### config.mk
export PLATFORM = sky130hd
export DESIGN_NAME = dss_regs
export DESIGN_NICKNAME = d
export VERILOG_FILES = /design/src/dss_pkg.sv /design/src/dss_regs.sv
export SDC_FILE = /design/constraint.sdc
export NUM_CORES = 1
export LEC_CHECK = 0
export ABC_AREA = 1
export BUFFER_PORTS_ARGS = -buffer_cell sky130_fd_sc_hd__buf_2
export CORE_MARGIN = 3
export CORE_UTILIZATION = 53
export CTS_CLUSTER_SIZE = 30
export DETAILED_ROUTE_END_ITERATION = 16
export PLACE_DENSITY = 0.79
export RECOVER_POWER = 50
export SLEW_MARGIN = 20
export SYNTH_ARGS = -nofsm -noshare
export SYNTH_HDL_FRONTEND = slang
export SYNTH_SLANG_ARGS = --single-unit
### constraint.sdc
create_clock -name mclk_i -period 1.6 [get_ports mclk_i]
set_input_delay 0.08 -clock mclk_i [delete_from_list [all_inputs] [get_ports mclk_i]]
set_output_delay 0.08 -clock mclk_i [all_outputs]
set_load 0.05 [all_outputs]
### src/dss_pkg.sv
package dss_pkg;
	// Host I/O addresses (memory offsets are identical)
	localparam logic [15:0] ADDR_STAT1_MONO = 16'h03BA;
	localparam logic [15:0] ADDR_STAT1_COLR = 16'h03DA;
	localparam logic [15:0] ADDR_MISC_WR = 16'h03C2;
	localparam logic [15:0] ADDR_STAT0 = 16'h03C2;
	localparam logic [15:0] ADDR_SEQ_INDEX = 16'h03C4;
	localparam logic [15:0] ADDR_SEQ_DATA = 16'h03C5;
	localparam logic [15:0] ADDR_FEAT_RD = 16'h03CA;
	localparam logic [15:0] ADDR_MISC_RD = 16'h03CC;
	// Sequencer indices
	localparam logic [2:0] SEQ_IDX_SCRATCH = 3'h0;
	localparam logic [2:0] SEQ_IDX_CLKMODE = 3'h1;
	// Field positions
	localparam int ST0_IRQ_BIT = 7;
	localparam int ST0_SENSE_BIT = 4;
	localparam int ST1_VFB_LO = 4;
	localparam int ST1_VRT_BIT = 3;
	localparam int ST1_RETRACE_BIT = 0;
	localparam int FC_VSYNC_OR_BIT = 3;
	localparam int MISC_VPOL_BIT = 7;
	localparam int MISC_HPOL_BIT = 6;
	localparam int MISC_PAGE_BIT = 5;
	localparam int MISC_CLK_LO = 2;
	localparam int MISC_MEMEN_BIT = 1;
	localparam int MISC_IOSEL_BIT = 0;
	localparam int CM_OFF_BIT = 5;
	localparam int CM_SH4_BIT = 4;
	localparam int CM_DIV_BIT = 3;
	localparam int CM_SH2_BIT = 2;
	localparam int CM_DOT8_BIT = 0;
	localparam int VRE_IRQ_LO = 4;
	localparam int CPE_SEL_LO = 4;
	// Writable masks and resets
	localparam logic [7:0] MASK_FEAT = 8'h08;
	localparam logic [7:0] MASK_MISC = 8'hEF;
	localparam logic [7:0] MASK_SCRATCH = 8'h03;
	localparam logic [7:0] MASK_CLKMODE = 8'h3D;
	localparam logic [2:0] MASK_INDEX = 3'h7;
	localparam logic [7:0] RST_BYTE = 8'h00;
	// Character clock lengths in dot clocks, minus one
	localparam logic [3:0] CHAR_LEN_9 = 4'h8;
	localparam logic [3:0] CHAR_LEN_8 = 4'h7;
	// Shift-load periods in character clocks, minus one
	localparam logic [1:0] LOAD_EVERY_1 = 2'h0;
	localparam logic [1:0] LOAD_EVERY_2 = 2'h1;
	localparam logic [1:0] LOAD_EVERY_4 = 2'h3;
	// Dot clock source codes
	typedef enum logic [1:0] {
		DSS_CLK_LOW = 2'h0,
		DSS_CLK_MID = 2'h1,
		DSS_CLK_PROG = 2'h2
	} dss_clk_sel_t;
endpackage : dss_pkg

### src/dss_regs.sv
`timescale 1ns/1ps
`default_nettype none
// Behaviour
// - Input status zero bit 7 shows a pending vertical-retrace interrupt when enabled.
// - Input status zero bit 4 returns live sense comparator output.
// - Misc output bit 0 is stored but does not pick the 3Bx or 3Dx base for status/feature.
// - Both address ranges are claimed regardless of the address select bit.
// - Input status one bits 5:4 show two palette colour bits, chosen externally.
// - Input status one bit 3 reads 1 while vertical sync is active.
// - Input status one bit 0 reads 1 during any retrace interval.
// - Feature control written at 3BA/3DA, read at 3CA.
// - Feature control bit 3 ORs retrace flag into vertical sync output.
// - Misc output bits 7 and 6 invert vertical and horizontal sync.
// - Misc output bit 5 selects upper or lower 64 KB page while odd_even_map_i is set.
// - Misc output bits 3:2 select the dot clock source.
// - Misc output bit 1 gates claiming of the A0000-BFFFF window.
// - Misc output written at 3C2, read at 3CC; status zero read at 3C2.
// - Sequencer data port accesses the register named by the stored index.
// - Sequencer index holds three bits; upper bits read zero.
// - Sequencer scratch bits 1:0 are plain storage with no effect.
// - Clocking mode bit 5 blanks video while syncs continue.
// - Shift registers load every 4th, 2nd or every character clock.
// - Clocking mode bit 3 halves the pixel clock and stretches timing.
// - Clocking mode bit 0 selects 8 or 9 dots per character.
// - Registers reachable in I/O and memory space at the same offset.
module dss_regs (
	// Clock and reset
	input wire logic mclk_i,
	input wire logic resetn_i,
	// Host register port, I/O or memory window
	input wire logic io_cyc_i,
	input wire logic mem_cyc_i,
	input wire logic [15:0] addr_i,
	input wire logic wr_i,
	input wire logic rd_i,
	input wire logic [7:0] wdata_i,
	output logic [7:0] rdata_o,
	output logic claim_o,
	// Legacy frame buffer window decode from the host
	input wire logic fb_window_hit_i,
	output logic fb_claim_o,
	// Status from display timing and other register groups
	input wire logic vsync_raw_i,
	input wire logic hsync_raw_i,
	input wire logic retrace_flag_i,
	input wire logic vretrace_start_i,
	input wire logic sense_cmp_i,
	input wire logic [7:0] palette_bits_i,
	input wire logic [1:0] vertical_retrace_end_reg_i,
	input wire logic [1:0] colour_plane_enable_reg_i,
	input wire logic odd_even_map_i,
	// Display-side controls
	output logic vsync_o,
	output logic hsync_o,
	output logic blank_o,
	output logic page_lower_o,
	output dss_pkg::dss_clk_sel_t dot_clk_sel_o,
	output logic dot_div2_o,
	output logic pclk_en_o,
	output logic char_clk_o,
	output logic shift_load_o
);
	import dss_pkg::*;

	logic [7:0] misc_ff, nxt_misc;
	logic [7:0] feat_ff, nxt_feat;
	logic [2:0] index_ff, nxt_index;
	logic [7:0] scratch_ff, nxt_scratch;
	logic [7:0] clkmode_ff, nxt_clkmode;
	logic irq_pend_ff, nxt_irq_pend;
	logic [7:0] rdata_ff, nxt_rdata;
	logic vs_s, hs_s, rt_s, cmp_s, vst_s;
	logic [7:0] pal_s;
	logic pclk_ph_ff;
	logic [3:0] dot_cnt_ff, nxt_dot_cnt;
	logic [1:0] load_cnt_ff, nxt_load_cnt;
	logic char_ff, load_ff;
	logic vsync_ff, hsync_ff, blank_ff;

	wire any_cyc = io_cyc_i | mem_cyc_i;
	// Either range decodes; the select bit is kept but not yet honoured
	wire hit_stat1 = (addr_i == ADDR_STAT1_MONO) |
		(addr_i == ADDR_STAT1_COLR);
	wire hit_stat0 = addr_i == ADDR_STAT0;
	wire hit_index = addr_i == ADDR_SEQ_INDEX;
	wire hit_data = addr_i == ADDR_SEQ_DATA;
	wire hit_feat_rd = addr_i == ADDR_FEAT_RD;
	wire hit_misc_rd = addr_i == ADDR_MISC_RD;
	wire wr_en = any_cyc & wr_i;
	wire rd_en = any_cyc & rd_i;
	wire wr_misc = wr_en & hit_stat0;
	wire wr_feat = wr_en & hit_stat1;
	wire wr_index = wr_en & hit_index;
	wire wr_data = wr_en & hit_data;
	wire wr_scratch = wr_data & (index_ff == SEQ_IDX_SCRATCH);
	wire wr_clkmode = wr_data & (index_ff == SEQ_IDX_CLKMODE);
	wire rd_hit = hit_stat0 | hit_stat1 | hit_index | hit_data |
		hit_feat_rd | hit_misc_rd;
	wire wr_hit = hit_stat0 | hit_stat1 | hit_index | hit_data;
	assign claim_o = any_cyc & ((rd_i & rd_hit) | (wr_i & wr_hit));

	// Display timing levels arrive unrelated to the host clock
	dss_sync2 #(.WIDTH(1)) vs_sync_u (
		.mclk_i,
		.resetn_i,
		.async_i(vsync_raw_i),
		.sync_o(vs_s)
	);
	dss_sync2 #(.WIDTH(1)) hs_sync_u (
		.mclk_i,
		.resetn_i,
		.async_i(hsync_raw_i),
		.sync_o(hs_s)
	);
	dss_sync2 #(.WIDTH(1)) rt_sync_u (
		.mclk_i,
		.resetn_i,
		.async_i(retrace_flag_i),
		.sync_o(rt_s)
	);
	dss_sync2 #(.WIDTH(1)) cmp_sync_u (
		.mclk_i,
		.resetn_i,
		.async_i(sense_cmp_i),
		.sync_o(cmp_s)
	);
	dss_sync2 #(.WIDTH(1)) vst_sync_u (
		.mclk_i,
		.resetn_i,
		.async_i(vretrace_start_i),
		.sync_o(vst_s)
	);
	dss_sync2 #(.WIDTH(8)) pal_sync_u (
		.mclk_i,
		.resetn_i,
		.async_i(palette_bits_i),
		.sync_o(pal_s)
	);
	logic vst_d_ff;
	wire vst_rise = vst_s & ~vst_d_ff;
	wire irq_en = vertical_retrace_end_reg_i != 2'h0;
	wire clr_irq = ~irq_en;
	// A simultaneous disable wins over set; set needs the enable
	assign nxt_irq_pend = (irq_en & vst_rise) |
		(irq_pend_ff & ~clr_irq);

	wire [2:0] vfb_sel = {colour_plane_enable_reg_i, 1'b0};
	wire [1:0] vfb = {pal_s[vfb_sel + 3'h1],
		pal_s[vfb_sel]};
	wire [7:0] stat0_val = ({7'h00, irq_pend_ff} << ST0_IRQ_BIT) |
		({7'h00, cmp_s} << ST0_SENSE_BIT);
	wire [7:0] stat1_val = ({6'h00, vfb} << ST1_VFB_LO) |
		({7'h00, vs_s} << ST1_VRT_BIT) |
		({7'h00, rt_s} << ST1_RETRACE_BIT);
	wire [7:0] seq_val = (index_ff == SEQ_IDX_SCRATCH) ? scratch_ff :
		(index_ff == SEQ_IDX_CLKMODE) ? clkmode_ff : RST_BYTE;

	always_comb begin
		nxt_rdata = rdata_ff;
		if (rd_en) begin
			if (hit_stat0)
				nxt_rdata = stat0_val;
			else if (hit_stat1)
				nxt_rdata = stat1_val;
			else if (hit_index)
				nxt_rdata = {5'h00, index_ff};
			else if (hit_data)
				nxt_rdata = seq_val;
			else if (hit_feat_rd)
				nxt_rdata = feat_ff;
			else if (hit_misc_rd)
				nxt_rdata = misc_ff;
			else
				nxt_rdata = RST_BYTE;
		end
	end

	assign nxt_misc = wr_misc ? (wdata_i & MASK_MISC) : misc_ff;
	assign nxt_feat = wr_feat ? (wdata_i & MASK_FEAT) : feat_ff;
	assign nxt_index = wr_index ? (wdata_i[2:0] & MASK_INDEX) : index_ff;
	assign nxt_scratch = wr_scratch ? (wdata_i & MASK_SCRATCH) :
		scratch_ff;
	assign nxt_clkmode = wr_clkmode ? (wdata_i & MASK_CLKMODE) :
		clkmode_ff;

	always_ff @(posedge mclk_i or negedge resetn_i) begin
		if (!resetn_i) begin
			misc_ff <= RST_BYTE;
		end else begin
			misc_ff <= nxt_misc;
		end
	end

	always_ff @(posedge mclk_i or negedge resetn_i) begin
		if (!resetn_i) begin
			feat_ff <= RST_BYTE;
		end else begin
			feat_ff <= nxt_feat;
		end
	end

	always_ff @(posedge mclk_i or negedge resetn_i) begin
		if (!resetn_i) begin
			index_ff <= 3'h0;
		end else begin
			index_ff <= nxt_index;
		end
	end

	always_ff @(posedge mclk_i or negedge resetn_i) begin
		if (!resetn_i) begin
			scratch_ff <= RST_BYTE;
		end else begin
			scratch_ff <= nxt_scratch;
		end
	end

	always_ff @(posedge mclk_i or negedge resetn_i) begin
		if (!resetn_i) begin
			clkmode_ff <= RST_BYTE;
		end else begin
			clkmode_ff <= nxt_clkmode;
		end
	end

	always_ff @(posedge mclk_i or negedge resetn_i) begin
		if (!resetn_i) begin
			rdata_ff <= RST_BYTE;
		end else begin
			rdata_ff <= nxt_rdata;
		end
	end
	assign rdata_o = rdata_ff;

	// Edge detect on the synchronised level only
	always_ff @(posedge mclk_i or negedge resetn_i) begin
		if (!resetn_i) begin
			vst_d_ff <= 1'b0;
		end else begin
			vst_d_ff <= vst_s;
		end
	end

	always_ff @(posedge mclk_i or negedge resetn_i) begin
		if (!resetn_i) begin
			irq_pend_ff <= 1'b0;
		end else begin
			irq_pend_ff <= nxt_irq_pend;
		end
	end

	// Memory window claim gated by access enable
	assign fb_claim_o = fb_window_hit_i & misc_ff[MISC_MEMEN_BIT];
	assign page_lower_o = odd_even_map_i & misc_ff[MISC_PAGE_BIT];
	assign dot_clk_sel_o = misc_ff[MISC_CLK_LO + 1] ? DSS_CLK_PROG :
		dss_clk_sel_t'({1'b0, misc_ff[MISC_CLK_LO]});
	assign dot_div2_o = clkmode_ff[CM_DIV_BIT];

	// Pixel enable halves the dot rate when divide is on
	wire pix_tick = ~clkmode_ff[CM_DIV_BIT] | pclk_ph_ff;
	wire [3:0] char_len = clkmode_ff[CM_DOT8_BIT] ? CHAR_LEN_8 :
		CHAR_LEN_9;
	wire char_end = pix_tick & (dot_cnt_ff >= char_len);
	assign nxt_dot_cnt = !pix_tick ? dot_cnt_ff :
		char_end ? 4'h0 : dot_cnt_ff + 4'h1;
	wire [1:0] load_per = clkmode_ff[CM_SH4_BIT] ? LOAD_EVERY_4 :
		clkmode_ff[CM_SH2_BIT] ? LOAD_EVERY_2 : LOAD_EVERY_1;
	wire load_end = char_end & (load_cnt_ff >= load_per);
	assign nxt_load_cnt = !char_end ? load_cnt_ff :
		load_end ? 2'h0 : load_cnt_ff + 2'h1;

	// Sync combine and polarity; blanking leaves syncs running
	wire vs_comb = feat_ff[FC_VSYNC_OR_BIT] ? (vs_s | rt_s) :
		vs_s;

	always_ff @(posedge mclk_i or negedge resetn_i) begin
		if (!resetn_i) begin
			pclk_ph_ff <= 1'b0;
		end else begin
			pclk_ph_ff <= ~pclk_ph_ff;
		end
	end

	always_ff @(posedge mclk_i or negedge resetn_i) begin
		if (!resetn_i) begin
			dot_cnt_ff <= 4'h0;
		end else begin
			dot_cnt_ff <= nxt_dot_cnt;
		end
	end

	always_ff @(posedge mclk_i or negedge resetn_i) begin
		if (!resetn_i) begin
			load_cnt_ff <= 2'h0;
		end else begin
			load_cnt_ff <= nxt_load_cnt;
		end
	end

	always_ff @(posedge mclk_i or negedge resetn_i) begin
		if (!resetn_i) begin
			char_ff <= 1'b0;
		end else begin
			char_ff <= char_end;
		end
	end

	always_ff @(posedge mclk_i or negedge resetn_i) begin
		if (!resetn_i) begin
			load_ff <= 1'b0;
		end else begin
			load_ff <= load_end & ~clkmode_ff[CM_OFF_BIT];
		end
	end

	always_ff @(posedge mclk_i or negedge resetn_i) begin
		if (!resetn_i) begin
			vsync_ff <= 1'b0;
		end else begin
			vsync_ff <= vs_comb ^ misc_ff[MISC_VPOL_BIT];
		end
	end

	always_ff @(posedge mclk_i or negedge resetn_i) begin
		if (!resetn_i) begin
			hsync_ff <= 1'b0;
		end else begin
			hsync_ff <= hs_s ^ misc_ff[MISC_HPOL_BIT];
		end
	end

	always_ff @(posedge mclk_i or negedge resetn_i) begin
		if (!resetn_i) begin
			blank_ff <= 1'b0;
		end else begin
			blank_ff <= clkmode_ff[CM_OFF_BIT] | rt_s;
		end
	end
	assign pclk_en_o = pix_tick;
	assign char_clk_o = char_ff;
	assign shift_load_o = load_ff;
	assign vsync_o = vsync_ff;
	assign hsync_o = hsync_ff;
	assign blank_o = blank_ff;
endmodule : dss_regs

// Two-stage synchroniser for levels from the display timing domain
module dss_sync2 #(
	parameter int WIDTH = 1
) (
	// Clock and reset
	input wire logic mclk_i,
	input wire logic resetn_i,
	// Asynchronous level in, synchronised level out
	input wire logic [WIDTH-1:0] async_i,
	output logic [WIDTH-1:0] sync_o
);
	logic [WIDTH-1:0] meta_ff;
	logic [WIDTH-1:0] sync_ff;

	// Only the second stage is read, keeping metastability contained
	always_ff @(posedge mclk_i or negedge resetn_i) begin
		if (!resetn_i) begin
			meta_ff <= '0;
			sync_ff <= '0;
		end else begin
			meta_ff <= async_i;
			sync_ff <= meta_ff;
		end
	end
	assign sync_o = sync_ff;
endmodule : dss_sync2
`default_nettype wire

**After elaboration in Yosys (flattened, before gate mapping)**

Index checks and enable logic that the tools add are counted.

- Output and inout bits: 20
- Bits in registers: 66
- Word-level logic and storage cells: 104
- Input port bits: 49

- $lt $le $gt $ge: 4
- Reductions and logical operators: 2
- $add $sub $neg: 3
- Mux-type cells: 19
- Equality and inequality tests: 8
- Bitwise logic cells: 40

Operators with widths:

| cell | count |
|---|---|
| 16-bit by 10-bit equality test with 1-bit output (second input constant) | 7 |
| 8-bit 2-to-1 mux | 6 |
| 1-bit AND | 19 |
| 6-bit 2-to-1 mux | 2 |
| 1-bit bitwise OR | 12 |
| 3-bit by 4-bit < comparator with 1-bit output (second input constant) | 2 |
| 4-bit 2-to-1 mux | 2 |
| 8-bit by 5-bit bitwise OR with 8-bit output | 1 |
| 2-bit 2-to-1 mux | 3 |
| 6-bit by 1-bit bitwise OR with 6-bit output | 1 |
| 6-bit by 4-bit bitwise OR with 6-bit output | 1 |
| 4-bit by 1-bit adder with 4-bit output (second input constant) | 1 |
| 4-bit greater-or-equal comparator | 1 |
| 1-bit 2-to-1 mux | 4 |
| 1-bit inverter | 4 |
| 3-bit by 1-bit adder with 3-bit output (second input constant) | 1 |
| 1-bit binary-select mux with 3-bit select | 1 |
| 3-bit by 1-bit equality test with 1-bit output (second input constant) | 1 |
| 3-bit zero test | 1 |
| 2-bit by 1-bit adder with 2-bit output (second input constant) | 1 |
| 1-bit binary-select mux with 2-bit select | 1 |
| 2-bit greater-or-equal comparator | 1 |
| 2-bit nonzero test | 1 |
| 1-bit bitwise XOR | 2 |

**Depth between registers and ports, before layout**

Gate-level depths: netlist (run 1).

- Word-level depth: 10
- Gate-level depth with buffers: 11
- Depth with buffers taken out: 11

**Cells and area by module**

A second synthesis (run 1) with hierarchy kept.

- Cell total of the unflattened synthesis: 314
- Area total of the unflattened synthesis: 2919.0 um^2

Modules (own cells, without submodules):

| module | area each (um^2) | sequential area each (um^2) | times used | cells each |
|---|---|---|---|---|
| dss_regs | 2268.4 | 1001.0 | 1 | 288 |
| dss_sync2 at pal_sync_u | 400.4 | 400.4 | 1 | 16 |
| dss_sync2 at cmp_sync_u ... | 50.0 | 50.0 | 5 | 2 |

**Worst setup path before layout (run 1)**

No wires, ideal clock.

- Path kind: register to register
- Start: reg clkmode_ff[3]
- End: reg load_cnt_ff[0]
- Buffers on the path: 0
- Clock period less this slack: 1.805 ns
- Setup time: 0.126 ns
- Arrival time: 1.679 ns
- Cell stages (with the launch flop): 6
- Setup slack: -0.205 ns
- Path through: dfrtp_1 > nand2_1 > nand2_1 > inv_1 > nand3_1 > o21ai_0

- Word-level cells in the longest chain between the ends: 5

RTL lines:

| element | line | RTL |
|---|---|---|
| start, declared | dss_regs.sv:69 | `logic [7:0] clkmode_ff, nxt_clkmode;` |
| start signal, assigned | dss_regs.sv:222 | `clkmode_ff <= nxt_clkmode;` |
| 1-bit inverter (*) | dss_regs.sv:260 | `wire pix_tick = ~clkmode_ff[CM_DIV_BIT] \| pclk_ph_ff;` |
| 1-bit bitwise OR (*) | dss_regs.sv:260 |  |
| named net pclk_en_o | dss_regs.sv:59 | `output logic pclk_en_o,` |
| 1-bit AND (*) | dss_regs.sv:263 | `wire char_end = pix_tick & (dot_cnt_ff >= char_len);` |
| named net char_end | dss_regs.sv:263 |  |
| 1-bit AND | dss_regs.sv:268 | `wire load_end = char_end & (load_cnt_ff >= load_per);` |
| 2-bit 2-to-1 mux | dss_regs.sv:270 | `load_end ? 2'h0 : load_cnt_ff + 2'h1;` |
| end signal, assigned | dss_regs.sv:296 | `load_cnt_ff <= nxt_load_cnt;` |
| end, declared | dss_regs.sv:76 | `logic [1:0] load_cnt_ff, nxt_load_cnt;` |

The timed path passes the listed nets; every way through them passes the cells marked *.
A chain may end at the register's enable or synchronous reset.

**Worst setup path after layout (run 1)**

- Start: reg clkmode_ff[0]
- End: reg load_cnt_ff[0]

- Word-level cells in the longest chain between the ends: 5

RTL lines:

| element | line | RTL |
|---|---|---|
| 4-bit 2-to-1 mux (*) | dss_regs.sv:261 | `wire [3:0] char_len = clkmode_ff[CM_DOT8_BIT] ? CHAR_LEN_8 :` |
| 4-bit greater-or-equal comparator (*) | dss_regs.sv:263 |  |
| 1-bit AND (*) | dss_regs.sv:263 |  |
| named net char_end | dss_regs.sv:263 |  |
| 1-bit AND | dss_regs.sv:268 |  |
| 2-bit 2-to-1 mux | dss_regs.sv:270 |  |

Marked as above.

==> flow_summary.toml, run 1 <==
[logic_synthesis]
ys_seq_elements = 66
synthFlopType = "dfrtp_1"
synth_warnings = 0
async_reset_ff_share_pct = 100.0
synth_nets = 392
synth-edff-count = 0
syn_area_per_cell_sq_um = 8.889
netlist_instances = 336
ys_types = 31
synth-seq-area-share_pct = 55.30
syn_area_sq_mm = 0.002987

[worst_setup_path]
end_kind = "flip-flop"
crit_type = "flip-flop to flip-flop"
worstPathRequired_ps = 1820
reg2reg_slack_ps = 100
ff2ff_path_depth = 10
worst-path-max-fanout = 6
r2r_end = "load_cnt_ff[0]$_DFFE_PN0N_"
rr_startpoint = "clkmode_ff[0]$_DFFE_PN0P_"
cp-start-kind = "flip-flop"
critPathArrivalTime_ps = 1720

[clock_tree]
cts.clk_slew.worst_paths_ps = 70
clock_latency_ps = 340
clock-sinks = 66
htree_levels = 3
cts_buffer_depth = 2
root_buffer = "clkbuf_8"
cts_inserted_buffers = 9
cts_tree = "done"

[placed_design]
post-place-ws_ps = -24.16
routabilityCongestion = 0.9315
dp_hpwl_um = 4765
io_buffers = 68
placed_area_sq_mm = 0.003486

[route]
wl_per_cell_um = 13.26
wirelength_um = 6947
via_per_inst = 5.103
drtIter0Drc = 133
num_vias = 2674
drcViolationCount = 0
dr.pass1.iters = 4
ant_nets = 0

[power_and_ir_drop]
finalPower_w = 0.003362
p_per_area_mw_per_mm2 = 849.0
peakVddDrop_mv = 0.6792
power.leakage_nw = 2.092

[finish]
layout_commonest_cell = "nand2_1"
nets = 506
diodes = 0
area_growth_pct = 32.59
final_cell_area_sq_mm = 0.003960
drive_gt1_share_pct = 28.19
most-common-layout-cells = "78 x nand2_1, 68 x buf_2, 66 x dfrtp_1, 39 x nor2_1, 37 x inv_1"

[die]
fp.dieW_um = 81.07
start_util_pct = 56.67
die_h_um = 81.07
dieArea_sq_mm = 0.006572
ios = 69
core_area_sq_mm = 0.005270
placementRows = 26

[sta]
slew_headroom_pct = 42.43
fin_worst_skew_ps = 7.743
fin_ws_ps = 97.83
maxSlewViolCount = 0
min_period_over_period_pct = 93.89
hold_viol_final = 0
fin_crit_ps = 1502
setup_violations = 0
worst_slew_pin_slew_ps = 863.6
fmax_ghz = 0.6657
fin_worst_hold_slack_ps = 7.857

[grt]
grt_max_degree = 67
grt_overflow = 0
grt_use_total_pct = 22.94
grt_pass1_wl_um = 11190
antenna_found_initial = 0
grt_pass1_vias = 2537

[worst_hold_path]
min_path_type = "input pin to flip-flop"
hold_start = "wdata_i[1]"
hold_depth = 3
min_to = "misc_ff[1]$_DFFE_PN0P_"

[flow_run]
cap_violations = 0

[status]
status = "completed"
## cell families (layout without fill, tap and decap cells)
family | after synthesis | after routing | share of synthesized area [%]
buf+inv | 44 | 161 | 6.074
flops | 66 | 66 | 55.30
compound gates | 35 | 35 | 6.494
simple gates | 179 | 180 | 27.73
fa+ha+maj | 7 | 7 | 2.932
xor+xnor | 5 | 5 | 1.466
## cells in the mapped netlist (2+ instances only)
cell     number  share of area (%)
dfrtp_1      66                 55
nand4_1       5                1.0
nor3_1        4               0.67
xor2_1        5                1.5
buf_4         2               0.50
nor2_4        2               0.75
o21ai_1       5               0.84
nand2_1      80                 10
or2_2         4               0.84
inv_1        39                4.9
ha_1          7                2.9
nand3_2       2               0.67
o21ai_0      14                2.3
nand3_1      34                5.7
a21oi_1       9                1.5
nor2_1       41                5.2
a21oi_2       3               0.88
## worst max-delay path, cell delays in order (launching register included)
cell	delay, ps
dfrtp_1	390
inv_2	100
ha_4	200
inv_1	60
nor2_1	40
o211ai_1	170
nand3_1	110
nand2_2	90
inv_2	60
nand3_1	60
o21ai_0	90
## metal layers
layer  vias to the layer above  routed length [um]  global-route usage (%)
met5                         -                   0                       0
met4                         0                 175                   11.66
met3                        16                 423                   5.432
met2                        81                3423                   37.52
met1                      1266                2924                   28.41
li1                       1311                   -                       -
## registers in the layout (all words and copies together) (netlist names), 2 cells and up
register and cells:
rdata_o 8, scratch_ff 2, clkmode_ff 5, pal_sync_u.meta_ff 8, dot_cnt_ff 4, index_ff 3
pal_sync_u.sync_o 8, load_cnt_ff 2, misc_ff 7
## metrics by stage
stage	util [%]	setup TNS, ps	instances
2_1_floorplan	-	0	336
3_3_place_gp	66.14	0	482
3_5_place_dp	66.14	-24.16	482
4_1_cts	73.86	0	518
5_1_grt	75.14	-19.34	524
6_report	75.14	0	524
## report_power, final
group | total [W] | internal (W) | switching [W] | leakage (nW)
Combinational | 0.000267 | 0.000111 | 0.000156 | 1.18
Clock | 0.00137 | 0.000756 | 0.000614 | 0.0994
Sequential | 0.00173 | 0.00171 | 0.0000136 | 0.814
Total | 0.00336 | 0.00258 | 0.000783 | 2.09
## cell type report
cell class	instances	area [sq um]
timing repair buffer	105	668.1
clock buffer	11	141.4
tap	70	87.58
sequential	66	1652
multi-input combinational	227	1204
clock inverter	4	52.55
inverter	41	155.1
fill	398	1310
## worst max-delay path by stage
stage                              startpoint                          to  slack (ps)
floorplan           clkmode_ff[3]$_DFFE_PN0P_  load_cnt_ff[0]$_DFFE_PN0N_           8
global placement    clkmode_ff[4]$_DFFE_PN0P_  load_cnt_ff[0]$_DFFE_PN0N_          70
detailed placement  clkmode_ff[0]$_DFFE_PN0P_  load_cnt_ff[0]$_DFFE_PN0N_         -20
CTS                 dot_cnt_ff[1]$_DFFE_PN0P_  load_cnt_ff[0]$_DFFE_PN0N_           4
global route        clkmode_ff[0]$_DFFE_PN0P_  load_cnt_ff[0]$_DFFE_PN0N_         -10
finish              clkmode_ff[0]$_DFFE_PN0P_  load_cnt_ff[0]$_DFFE_PN0N_         100
## repair_timing
action / CTS / global route
endpoints found under the setup margin: 1 / 6
setup buffers: 1 / 5
cloned: 0 / 1
gates resized for setup: 1 / 9
hold endpoints to repair: 84 / 0
hold buffers: 20 / 0
pin swaps: 0 / 4
No activity file was read; power rests on OpenSTA's default activity.
==> run 2: changes to the inputs <==
--- a/config.mk
+++ b/config.mk
@@ -5,7 +5,7 @@
 export SDC_FILE = /design/constraint.sdc
 export NUM_CORES = 1
 export LEC_CHECK = 0
-export ABC_AREA = 1
+export ABC_AREA = 0
 export BUFFER_PORTS_ARGS = -buffer_cell sky130_fd_sc_hd__buf_2
 export CORE_MARGIN = 3
 export CORE_UTILIZATION = 53
@@ -17,3 +17,4 @@
 export SYNTH_ARGS = -nofsm -noshare
 export SYNTH_HDL_FRONTEND = slang
 export SYNTH_SLANG_ARGS = --single-unit
+export TNS_END_PERCENT = 10
==> flow_summary.toml, run 2 <==
[grt]
grt_pass1_vias = 2489
grt_use_total_pct = 25.28
grt_max_degree = 33
antenna_found_initial = 0
grt_pass1_wl_um = 11860
grt_overflow = 0

[clock_tree]
clock-sinks = 66
cts.clk_slew.worst_paths_ps = 70
htree_levels = 3
cts_buffer_depth = 2
root_buffer = "clkbuf_8"
clock_latency_ps = 350
cts_inserted_buffers = 9
cts_tree = "done"

[finish]
most-common-layout-cells = "65 x dfrtp_1, 64 x buf_2, 32 x buf_4, 22 x dlygate4sd3_1, 20 x nand2_1"
area_growth_pct = 42.98
layout_commonest_cell = "dfrtp_1"
diodes = 0
drive_gt1_share_pct = 44.38
instances_no_fill = 432
nets = 416

[logic_synthesis]
netlist_instances = 229
synth_area_leaders = "dfrtp_1 58%, mux2_2 6.8%, ha_1 3.1%"
synth_warnings = 0
async_reset_ff_share_pct = 100.0
ys_types = 49
synth_common_cells = "66 x dfrtp_1, 20 x nand2_1, 17 x mux2_2"
ys_seq_elements = 66
syn_area_per_cell_sq_um = 12.33
synth-edff-count = 0
synthFlopType = "dfrtp_1"
synth_nets = 285
synthMostInstantiatedCell = "dfrtp_1"
syn_area_sq_mm = 0.002824
netlist.area_leader.share_pct = 58.48
synth_top_area_cell = "dfrtp_1"
synth-seq-area-share_pct = 58.48

[sta]
min_period_over_period_pct = 112.3
rsz0062_at_grt = "true"
fin_ws_ps = -197.6
fin_crit_ps = 1798
hold_viol_final = 0
fmax_ghz = 0.5563
slew_headroom_pct = 44.33
worst_slew_pin_slew_ps = 835.0
maxSlewViolCount = 0
setup_violations = 6
fin_worst_skew_ps = 12.60

[route]
drtIter0Drc = 219
via_per_inst = 5.581
wl_per_cell_um = 19.28
ant_nets = 0
wirelength_um = 8328
drcViolationCount = 0
dr.pass1.iters = 4
num_vias = 2411

[worst_setup_path]
worst-path-max-fanout = 3
crit_type = "flip-flop to flip-flop"
worstPathRequired_ps = 1870
cp-start-kind = "flip-flop"
end_kind = "flip-flop"
critPathArrivalTime_ps = 2070

[power_and_ir_drop]
finalPower_w = 0.003424
power.leakage_nw = 1.956
p_per_area_mw_per_mm2 = 848.1
peakVddDrop_mv = 0.7426

[die]
ios = 69
fp.dieW_um = 79.00
start_util_pct = 57.14
die_h_um = 79.00
placementRows = 25
dieArea_sq_mm = 0.006240
core_area_sq_mm = 0.004942

[placed_design]
routabilityCongestion = 0.9110
io_buffers = 68
dp_hpwl_um = 4706
dp_cells = 387

[flow_run]
cap_violations = 0

[status]
status = "complete, but fails checks"
violations = "setup timing"

[worst_hold_path]
min_path_type = "input pin to flip-flop"
## run 2: changes by cell type after synthesis, moves of 4 or more
cell	previous run	this run
nor2b_1	0	6
nor2_1	41	4
nand3_1	34	4
mux2_2	0	17
a31oi_1	1	6
o21ai_1	5	1
and2_1	0	4
mux2i_1	0	5
nand2_1	80	20
inv_1	39	6
## run 2: cell type report
cell class	instances	area, sq um
Sequential cell	66	1653
Clock inverter	7	77.57
Clock buffer	9	123.9
Inverter	6	22.52
Multi-Input combinational cell	152	1251
Tap cell	67	83.83
Fill cell	304	904.6
Timing Repair Buffer	125	825.8
## run 2: per-layer routing
metal	wire [um]	GRT usage, %
met3	606	5.442
met1	3073	29.56
met5	0	0
met2	4327	45.03
met4	320	10.14
## run 2: where the power goes
group          internal [W]  switching [W]  total (W)
Combinational      0.000127       0.000140   0.000268
Clock              0.000732       0.000699    0.00143
Sequential          0.00171      0.0000179    0.00173
## run 2: path summary, 6_finish.rpt
kind	from	endpoint	slack, ps	cells past startpoint
max	dot_cnt_ff[0]$_DFFE_PN0P_	dot_cnt_ff[0]$_DFFE_PN0P_	-200	8
min	wdata_i[3]	misc_ff[3]$_DFFE_PN0P_	10	2
max reg2reg	dot_cnt_ff[0]$_DFFE_PN0P_	dot_cnt_ff[0]$_DFFE_PN0P_	-200	8
min reg2reg	pal_sync_u.meta_ff[2]$_DFF_PN0_	pal_sync_u.sync_o[2]$_DFF_PN0_	350	0
max in group asynchronous	resetn_i	clkmode_ff[0]$_DFFE_PN0P_	170	3
min in group asynchronous	resetn_i	load_cnt_ff[1]$_DFFE_PN0N_	380	2
## run 2: critical path, stage by stage, from the launching register on
cell	delay, ps
dfrtp_1	400
inv_2	80
ha_4	200
nand2b_4	140
a21oi_4	200
o21ai_4	90
buf_6	130
or3_1	390
o21ai_1	100
## run 2: metrics by stage
| step | hold slack, ps | utilization (%) | worst slack (ps) | area (sq um) | setup TNS, ps |
|---|---|---|---|---|---|
| after floorplan | -215.6 | - | -225.2 | 2830 | -727.7 |
| after detailed placement | 16.88 | 69.77 | -280.7 | 3448 | -1143 |
| after global routing | 1.742 | 81.70 | -237.4 | 4038 | -981.4 |
| after CTS | 3.232 | 80.08 | -75.33 | 3958 | -109.0 |
| after global placement | 15.86 | 69.77 | -113.9 | 3448 | -716.3 |
| final | 12.86 | 81.70 | -197.6 | 4038 | -542.8 |
## run 2: kinds of logic (layout without fill, tap and decap cells)
logic type | Yosys count | count (layout) | share of synthesized area [%]
xor gates and xnor gates | 3 | 3 | 0.9306
adders and majority gates | 7 | 7 | 3.101
and+or+nand+nor | 71 | 71 | 15.20
buffers and inverters | 11 | 147 | 1.816
muxes | 25 | 25 | 10.54
AOI/OAI and AO/OA | 46 | 46 | 9.925
DFF | 66 | 66 | 58.48
## run 2: timing repair
action | in CTS | in global routing
setup endpoints to repair | 7 | 7
pin swaps | 4 | 4
buffers inserted | 3 | 4
hold endpoints to repair | 76 | 0
hold buffers | 22 | 0
gates resized for setup | 13 | 13
gates cloned | 0 | 0
